### src/xal_pkg.sv
// Shared constants for the XOR and direction-load execute block
package xal_pkg;
  localparam int XAL_IW = 12;
  localparam int XAL_DW = 8;
  localparam int XAL_FAW = 5;
  // Direction-load: upper nine bits zero, low three bits select
  localparam logic [8:0] XAL_DIR_OPC = 9'h000;
  localparam int XAL_DIR_SEL_LSB = 0;
  localparam logic [2:0] XAL_DIR_FIRST = 3'h5;
  localparam int XAL_DIR_COUNT = 3;
  // Literal XOR: top nibble 1111
  localparam logic [3:0] XAL_XLIT_OPC = 4'hF;
  localparam int XAL_XLIT_LSB = 0;
  // File XOR: upper six bits 0001 10, d at bit 5, f at bits 4..0
  localparam logic [5:0] XAL_XFILE_OPC = 6'h06;
  localparam int XAL_DEST_BIT = 5;
  localparam logic XAL_DEST_ACC = 1'b0;
  localparam logic XAL_DEST_FILE = 1'b1;
  // Values after reset
  localparam logic [7:0] XAL_ACC_RST = 8'h00;
  localparam logic XAL_ZERO_RST = 1'b0;
  localparam logic [7:0] XAL_DIR_RST = 8'hFF;
  // Instruction classes
  typedef enum logic [1:0] {
    XAL_OP_NONE = 2'b00,
    XAL_OP_DIR = 2'b01,
    XAL_OP_XLIT = 2'b10,
    XAL_OP_XFILE = 2'b11
  } xal_op_t;
endpackage : xal_pkg
### src/xal_dir_if.sv
// Carrier for a direction-register load from the decoder to the bank
`timescale 1ns/1ps
interface xal_dir_if;
  logic load;
  logic [2:0] sel;
  logic [7:0] data;
  modport src (output load, output sel, output data);
  modport dst (input load, input sel, input data);
endinterface : xal_dir_if

### src/xal_dir_reg.sv
// One port direction register, loaded when its own selector matches
`timescale 1ns/1ps
module xal_dir_reg #(
  parameter logic [2:0] SEL = 3'h5
) (
  input wire logic clk_sys_i,
  input wire logic arst_n_i,
  xal_dir_if.dst ld,
  output logic [7:0] dir_o
);
  import xal_pkg::*;

  logic [7:0] next_dir;

  // Only a load aimed at this selector changes the value
  always_comb begin
    next_dir = dir_o;
    if (ld.load && ld.sel == SEL) begin
      next_dir = ld.data;
    end
  end

  always_ff @(posedge clk_sys_i or negedge arst_n_i) begin
    if (!arst_n_i) begin
      dir_o <= XAL_DIR_RST;
    end else begin
      dir_o <= next_dir;
    end
  end
endmodule : xal_dir_reg

### src/xal_exec.sv
// Decode and execute of direction-load, literal XOR and file XOR
// What this block does
// - Direction-load of 5, 6 or 7 copies the accumulator, flags unchanged.
// - Upper nine bits zero mark a direction-load; low three bits select.
// - Top nibble 1111 XORs the 8-bit literal into the accumulator.
// - Upper six bits 000110 XOR the accumulator with the addressed file.
// - File XOR destination bit 0 writes the accumulator, 1 the file.
`timescale 1ns/1ps
module xal_exec (
  input wire logic clk_sys_i,
  input wire logic arst_n_i,
  input wire logic instr_valid_i,
  input wire logic [xal_pkg::XAL_IW-1:0] instr_i,
  input wire logic [xal_pkg::XAL_DW-1:0] file_rdata_i,
  input wire logic acc_load_i,
  input wire logic [xal_pkg::XAL_DW-1:0] acc_load_data_i,
  output logic [xal_pkg::XAL_DW-1:0] acc_o,
  output logic zero_o,
  output logic file_we_o,
  output logic [xal_pkg::XAL_FAW-1:0] file_addr_o,
  output logic [xal_pkg::XAL_DW-1:0] file_wdata_o,
  output logic bad_dir_o,
  output logic [xal_pkg::XAL_DW-1:0] dir_a_o,
  output logic [xal_pkg::XAL_DW-1:0] dir_b_o,
  output logic [xal_pkg::XAL_DW-1:0] dir_c_o
);
  import xal_pkg::*;

  xal_dir_if dir_ld ();

  // Decode results, operand fields and the XOR datapath
  xal_op_t op;
  logic [2:0] dir_sel;
  logic dir_ok;
  logic dest;
  logic [7:0] x_opnd;
  logic [7:0] x_res;

  // Accumulator group
  logic [7:0] next_acc;
  logic next_zero;

  // File write-back group
  logic next_file_we;
  logic [4:0] next_file_addr;
  logic [7:0] next_file_wdata;

  // Direction-load group, registered before it reaches the bank
  logic next_bad_dir;
  logic next_dir_load;
  logic [2:0] next_dir_sel;
  logic [7:0] next_dir_data;
  logic dir_load;
  logic [2:0] dir_sel_q;
  logic [7:0] dir_data_q;

  // Classify the word; unknown encodings fall to no operation
  always_comb begin
    op = XAL_OP_NONE;
    if (instr_valid_i) begin
      if (instr_i[11:3] == XAL_DIR_OPC) begin
        op = XAL_OP_DIR;
      end else if (instr_i[11:8] == XAL_XLIT_OPC) begin
        op = XAL_OP_XLIT;
      end else if (instr_i[11:6] == XAL_XFILE_OPC) begin
        op = XAL_OP_XFILE;
      end
    end
  end

  // Operand fields
  assign dir_sel = instr_i[XAL_DIR_SEL_LSB +: 3];
  assign dir_ok = (dir_sel >= XAL_DIR_FIRST);
  assign dest = instr_i[XAL_DEST_BIT];

  // One XOR serves both forms; only its second operand is switched,
  // so the accumulator path needs no extra gate in front of it
  always_comb begin
    x_opnd = file_rdata_i;
    if (op == XAL_OP_XLIT) begin
      x_opnd = instr_i[XAL_XLIT_LSB +: 8];
    end
    x_res = acc_o ^ x_opnd;
  end

  // Accumulator and zero flag; every instruction retires here
  always_comb begin
    next_acc = acc_o;
    next_zero = zero_o;
    unique case (op)
      XAL_OP_NONE: begin
        // Side load only when no instruction owns the accumulator
        if (acc_load_i) begin
          next_acc = acc_load_data_i;
        end
      end
      XAL_OP_DIR: begin
        // A direction-load leaves accumulator and flag alone
        next_zero = zero_o;
      end
      XAL_OP_XLIT: begin
        next_acc = x_res;
        next_zero = (x_res == 8'h00);
      end
      XAL_OP_XFILE: begin
        next_zero = (x_res == 8'h00);
        if (dest == XAL_DEST_ACC) begin
          next_acc = x_res;
        end
      end
    endcase
  end

  // Accumulator registers; the outputs come straight from these flops
  always_ff @(posedge clk_sys_i or negedge arst_n_i) begin
    if (!arst_n_i) begin
      acc_o <= XAL_ACC_RST;
      zero_o <= XAL_ZERO_RST;
    end else begin
      acc_o <= next_acc;
      zero_o <= next_zero;
    end
  end

  // File write-back; address and data hold after the strobe drops
  always_comb begin
    next_file_we = 1'b0;
    next_file_addr = file_addr_o;
    next_file_wdata = file_wdata_o;
    if (op == XAL_OP_XFILE && dest == XAL_DEST_FILE) begin
      next_file_we = 1'b1;
      next_file_addr = instr_i[4:0];
      next_file_wdata = x_res;
    end
  end

  // File port registers; the write strobe stands for one cycle
  always_ff @(posedge clk_sys_i or negedge arst_n_i) begin
    if (!arst_n_i) begin
      file_we_o <= 1'b0;
      file_addr_o <= 5'h00;
      file_wdata_o <= 8'h00;
    end else begin
      file_we_o <= next_file_we;
      file_addr_o <= next_file_addr;
      file_wdata_o <= next_file_wdata;
    end
  end

  // Operands 0..4 are refused: no load, only a one-cycle flag
  always_comb begin
    next_bad_dir = 1'b0;
    next_dir_load = 1'b0;
    next_dir_sel = dir_sel_q;
    next_dir_data = dir_data_q;
    if (op == XAL_OP_DIR) begin
      if (dir_ok) begin
        next_dir_load = 1'b1;
        next_dir_sel = dir_sel;
        next_dir_data = acc_o;
      end else begin
        next_bad_dir = 1'b1;
      end
    end
  end

  // Registered load request and refusal flag
  always_ff @(posedge clk_sys_i or negedge arst_n_i) begin
    if (!arst_n_i) begin
      bad_dir_o <= 1'b0;
      dir_load <= 1'b0;
      dir_sel_q <= 3'h0;
      dir_data_q <= 8'h00;
    end else begin
      bad_dir_o <= next_bad_dir;
      dir_load <= next_dir_load;
      dir_sel_q <= next_dir_sel;
      dir_data_q <= next_dir_data;
    end
  end

  // The bank sees a registered load; direction updates one edge after
  // the accumulator would, a latency traded for flop-driven outputs
  assign dir_ld.load = dir_load;
  assign dir_ld.sel = dir_sel_q;
  assign dir_ld.data = dir_data_q;

  // Direction register 5
  xal_dir_reg #(.SEL(3'h5)) u_dir_a (
    .clk_sys_i(clk_sys_i),
    .arst_n_i(arst_n_i),
    .ld(dir_ld.dst),
    .dir_o(dir_a_o)
  );

  // Direction register 6
  xal_dir_reg #(.SEL(3'h6)) u_dir_b (
    .clk_sys_i(clk_sys_i),
    .arst_n_i(arst_n_i),
    .ld(dir_ld.dst),
    .dir_o(dir_b_o)
  );

  // Direction register 7
  xal_dir_reg #(.SEL(3'h7)) u_dir_c (
    .clk_sys_i(clk_sys_i),
    .arst_n_i(arst_n_i),
    .ld(dir_ld.dst),
    .dir_o(dir_c_o)
  );
endmodule : xal_exec

### config.mk
export PLATFORM = sky130hd
export DESIGN_NAME = xal_exec
export DESIGN_NICKNAME = d
export VERILOG_FILES = /design/src/xal_pkg.sv /design/src/xal_dir_if.sv /design/src/xal_dir_reg.sv /design/src/xal_exec.sv
export SDC_FILE = /design/constraint.sdc
export NUM_CORES = 1
export LEC_CHECK = 0
export ABC_AREA = 1
export BUFFER_PORTS_ARGS = -buffer_cell sky130_fd_sc_hd__buf_2
export CORE_MARGIN = 3
export CORE_UTILIZATION = 40
export DETAILED_ROUTE_END_ITERATION = 10
export HOLD_SLACK_MARGIN = 0.05
export PLACE_DENSITY_LB_ADDON = 0.1
export SLEW_MARGIN = 10
export SYNTH_ARGS = -nofsm -noshare
export SYNTH_HDL_FRONTEND = slang
export SYNTH_SLANG_ARGS = --single-unit
### constraint.sdc
create_clock -name clk_sys_i -period 1.4 [get_ports clk_sys_i]
set_clock_uncertainty 0.15 [all_clocks]
set_input_delay 0.21 -clock clk_sys_i [delete_from_list [all_inputs] [get_ports clk_sys_i]]
set_output_delay 0.21 -clock clk_sys_i [all_outputs]
set_load 0.01 [all_outputs]
# --- Word-level counts from Yosys, hierarchy flattened ---
# Cells that the tools add are included.
classes:
  magnitude_cmp: 1
  eq_ne: 10
  n_mux: 13
  bitwise_logic: 1
  n_reduce_logical: 11
op_table:
  columns: ["operator", "n"]
  rows:
  - ["$mux W8", 3]
  - ["$pmux W8 S3", 1]
  - ["$eq A3 B3 Y1 const B", 3]
  - ["$logic_not A9 Y1", 1]
  - ["$logic_not A8 Y1", 1]
  - ["$mux W2", 4]
  - ["$xor A8 B8 Y8", 1]
  - ["$eq A6 B3 Y1 const B", 1]
  - ["$mux W1", 5]
  - ["$eq A2 B2 Y1 const B", 2]
  - ["$eq A4 B4 Y1 const B", 1]
  - ["$logic_and A1 B1 Y1", 4]
  - ["$ne A2 B2 Y1 const B", 2]
  - ["$ge A3 B3 Y1 const B", 1]
  - ["$reduce_and A3 Y1", 1]
  - ["$reduce_bool A3 Y1", 1]
  - ["$eq A2 B1 Y1 const B", 1]
  - ["$logic_not A2 Y1", 1]
  - ["$reduce_and A2 Y1", 1]
  - ["$reduce_or A2 Y1", 1]
word_totals:
  register_bits: 60

# --- Logic depth before layout (Yosys ltp) ---
depth:
  word_depth: 10
  mapped_depth: 13
  ltp_nobuf: 13

# --- Cells and area by module ---
# Synthesis repeated with hierarchy kept, for this count alone.
unflattened:
  hier_cells: 346
  hier_area_um2: 2899.0
modules_own_cells:
  columns: ["mod", "n_inst", "cells_each", "area_per_inst_um2"]
  rows:
  - ["xal_exec", 1, 237, 1840.5]
  - ["xal_dir_reg at u_dir_a ...", 2, 37, 352.8]
  - ["xal_dir_reg at u_dir_c", 1, 35, 352.8]

# --- Worst setup path before layout ---
# OpenSTA, ideal clock, no wires.
synth_timing:
  kind: "input to register"
  from: "input port instr_i[11] (netlist bit)"
  to: "register acc_o[5] (netlist bit)"
  arrival_time_ns: 1.192
  t_required_ns: 1.134
  slack_ns: -0.058
  stages: 12
  n_path_buf: 1
  path_cell_list: "nor2_1 -> and2_1 -> nand3_1 -> inv_1 -> nand2_1 -> nand2_1 -> nand2_2 -> nand2_4 -> buf_6 -> nor2_1 -> nand2_1 -> nand2_1"
synth_via:
  elab_chain_cells: 10
  elab_cells_between_ends: 18
  classes_between: "6 x eq/ne; 7 x mux; 1 x bitwise; 4 x reduce/logical"
synth_lines:
  columns: ["element", "line", "text"]
  rows:
  - ["from (decl)", "xal_exec.sv:13", "input wire logic [xal_pkg::XAL_IW-1:0] instr_i,"]
  - ["$eq A6 B3 Y1", "xal_exec.sv:65", "end else if (instr_i[11:6] == XAL_XFILE_OPC) begin"]
  - ["$mux W2", "xal_exec.sv:65", null]
  - ["$mux W2", "xal_exec.sv:63", "end else if (instr_i[11:8] == XAL_XLIT_OPC) begin"]
  - ["$mux W2 (*)", "xal_exec.sv:61", "if (instr_i[11:3] == XAL_DIR_OPC) begin"]
  - ["$mux W2 (*)", "xal_exec.sv:60", "if (instr_valid_i) begin"]
  - ["$eq A2 B2 Y1", "xal_exec.sv:80, xal_exec.sv:90", null]
  - ["$mux W8", "xal_exec.sv:80", "if (op == XAL_OP_XLIT) begin"]
  - ["$xor A8 B8 Y8", "xal_exec.sv:83", "x_res = acc_o ^ x_opnd;"]
  - ["$mux W8", "xal_exec.sv:107", "if (dest == XAL_DEST_ACC) begin"]
  - ["$pmux W8 S3", "xal_exec.sv:90", "unique case (op)"]
  - ["to (signal assigned)", "xal_exec.sv:120", "acc_o <= next_acc;"]
  - ["to (decl)", "xal_exec.sv:17", "output logic [xal_pkg::XAL_DW-1:0] acc_o,"]
# Mark *: on every way between the ends. The rest lies on a longest branch, timed or not. The select of a mux whose other input is x is not followed.
# A chain may end at the register's enable or synchronous reset.

# --- Worst setup path after layout ---
layout_timing:
  from: "register u_dir_c.dir_o[4]"
  to: "output port dir_c_o[4] (netlist bit)"
layout_lines:
  columns: ["element", "line", "text"]
  rows:
  - ["from (decl)", "xal_dir_reg.sv:9", "output logic [7:0] dir_o"]
  - ["from (signal assigned)", "xal_dir_reg.sv:27", "dir_o <= next_dir;"]
  - ["to (decl)", "xal_exec.sv:25", "output logic [xal_pkg::XAL_DW-1:0] dir_c_o"]
# No word-level cell between the ends.

==> impl_metrics.ini <==
[synthesis]
syn-num-nets = 376
syn_area_mm2 = 0.00281
ys_types = 24
synth_cells = 344
synth_edf_count = 0
synth_common_cells = nand2_1, inv_1, dfrtp_1
netlist_top_cells_area = dfrtp_1, dfstp_2, nand2_1
synth-seq-cells = 60
async_flop_share = 1.00
yosys_warnings = 0
yosysMostFrequentCell = nand2_1
synth_seq_area_share = 0.545
synth_largest_area_cell = dfrtp_1
avgSynthCellArea_um2 = 8.17
synth_top_flop_cell = dfrtp_1
synth_top_cell_area_share = 0.320

[power_and_ir_drop]
clkPwrFrac = 0.414
p_seq_frac = 0.460
internal-power_mw = 3.01
ir_worst_vdd_mv = 0.504
p_comb_frac = 0.126
p_sw_frac = 0.257
leakage_nw = 2.00
design_power_total_mw = 4.05
switching_power_mw = 1.04
power_density_mw_per_mm2 = 1060

[routing]
wl_per_cell_um = 12.1
wirelength_mm = 6.72
vias = 2544
drc = 0
drtPass1Iterations = 4
dr.first_iter.drc_count = 127
via_per_inst = 4.57
ant_nets = 0

[cts]
cts_num_sinks = 60
cts_max_path_buffers = 2
cts_max_level = 3
numCtsBuffers = 9
cts_tree = done
cts_setup_buffers = 0
clkTransAtPathRegs_ns = 0.07
insertion_delay_ns = 0.33
cts_root_buf = clkbuf_8

[critical_path]
cp-end-kind = output port
r2r_cells = 7
cp_slowest_cell = dfstp_2
path_depth = 1
r2r-start = acc_o[0]
path_class = reg2out
start_kind = register
path_buf_inv = 1
crit_path_start = u_dir_c.dir_o[4]
arrival_ns = 0.99
cp_top_family = flip-flops
cp_max_fo = 2
cp_cell_sequence = buf_2
required_ns = 1.04
cpPeakStageDelay_ns = 0.54

[timing]
finalCriticalPeriod_ns = 1.35
finalHoldViolations = 0
slew_headroom = 0.790
max_freq_mhz = 743
worst_slack_ns = 0.0532
maxSlewViolCount = 0
fin_crit_sh = 0.962
setup-violations-final = 0
tightest_slew_ns = 0.315
rsz0062_at_grt = false

[final_layout]
nets = 491
final_cells = 557
n_antenna_cell = 0
area_delta_synth_final_pct = 35.4
final_layout_size_suffix_gt1_frac = 0.371

[die]
die_width_um = 89.8
chipHeight_um = 89.8
core-area_mm2 = 0.00657
start_util = 0.428
die_area_mm2 = 0.00807
std_cell_rows = 29
ios = 80

[hold_path]
hp-start = acc_load_data_i[4]
hold_class = in2reg
worstHoldPathCells = 5

[global_route]
grt_max_degree = 61
grt_pass1_vias = 2459
grt_pass1_wl_mm = 11.6
antenna_found_initial = 0
overflow = 0
grtUsageTotal = 0.176

[placement]
place_inst = 535
io_buffers = 79
place_worst_setup_slack_ns = -0.231
gp_congestion = 0.859
dp_hpwl_mm = 4.97

[status]
status = finished, final reports clean

[run]
maxCapViolations = 0
==> stage by stage <==
step,setup TNS (ns),instance area [um^2],utilization,hold slack (ns)
finish,0,3810,0.580,0.0816
global route,0,3810,0.580,0.0892
CTS,0,3800,0.578,0.0646
detailed placement,-5.91,3520,0.536,0.0923
global placement,-5.38,3520,0.536,0.0928
floorplan,0,2840,-,-0.236
==> metal layers <==
layer | track usage | wire, um | vias to the layer above
li1 | - | - | 1317
met1 | 0.231 | 3160 | 1147
met2 | 0.283 | 3100 | 72
met3 | 0.0426 | 373 | 8
met4 | 0.0690 | 87 | 0
met5 | 0 | 0 | -
==> repair_timing <==
item,in CTS,in global routing
gates resized for setup,0,3
hold buffers,6,0
setup endpoints to repair,0,4
endpoints found under the hold margin,65,0
==> kinds of logic (layout without fill, tap and decap cells) <==
family                 after synthesis  in the layout  share of synthesized area
flip-flops                          60             60                      0.545
buffers and inverters               53            173                     0.0850
AND/OR/NAND/NOR                    182            182                      0.278
AO/OA/AOI/OAI                       49             49                     0.0926
==> layout by cell type, fill, tap and decap left out, types with 2 or more instances in the layout <==
cell             n
inv_2            3
o21ai_0         35
dfstp_2         24
nand2_2          6
clkbuf_8        10
dfrtp_1         36
clkinv_2         2
buf_4           30
buf_2           79
dlygate4sd3_1    6
a21oi_1          9
nand3_1         18
nand2_1        104
nor2_1          32
nand3_2          3
nand4_1         11
inv_1           37
o21ai_1          3
nor2_4           3
nand2_4          2
==> sequential cells by signal (all words and copies together), names as in the netlist <==
signal / count
zero_o: 1
file_addr_o: 5
u_dir_a.dir_o: 8
file_wdata_o: 8
dir_ld.sel: 3
u_dir_b.dir_o: 8
bad_dir_o: 1
acc_o: 8
dir_ld.load: 1
file_we_o: 1
dir_data_q: 8
u_dir_c.dir_o: 8
==> layout make-up <==
| type | count | area (um^2) |
|---|---|---|
| Inverter | 40 | 150 |
| Tap cell | 93 | 116 |
| Clock buffer | 11 | 163 |
| Timing Repair Buffer | 117 | 712 |
| Clock inverter | 5 | 56.3 |
| Fill cell | 633 | 2760 |
| Multi-Input combinational cell | 231 | 1080 |
| Sequential cell | 60 | 1530 |
==> power groups by stage <==
stage | Sequential (mW) | Combinational [mW] | Clock, mW
finish | 1.86 | 0.512 | 1.68
global route | 1.87 | 0.579 | 1.83
CTS | 1.86 | 0.518 | 1.73
detailed placement | 1.89 | 0.503 | 0
global placement | 1.89 | 0.500 | 0
floorplan | 1.92 | 0.206 | 0
==> worst paths after layout <==
check	endpoint	slack (ns)
hold reg to reg	file_addr_o[1]	0.33
setup reg to reg	zero_o	0.19
hold / removal	acc_o[4]	0.08
min in group asynchronous	file_addr_o[0]	0.27
max in group asynchronous	u_dir_c.dir_o[2]	0.54
setup / recovery	dir_c_o[4]	0.05
Power figures use the tool's default switching activity.
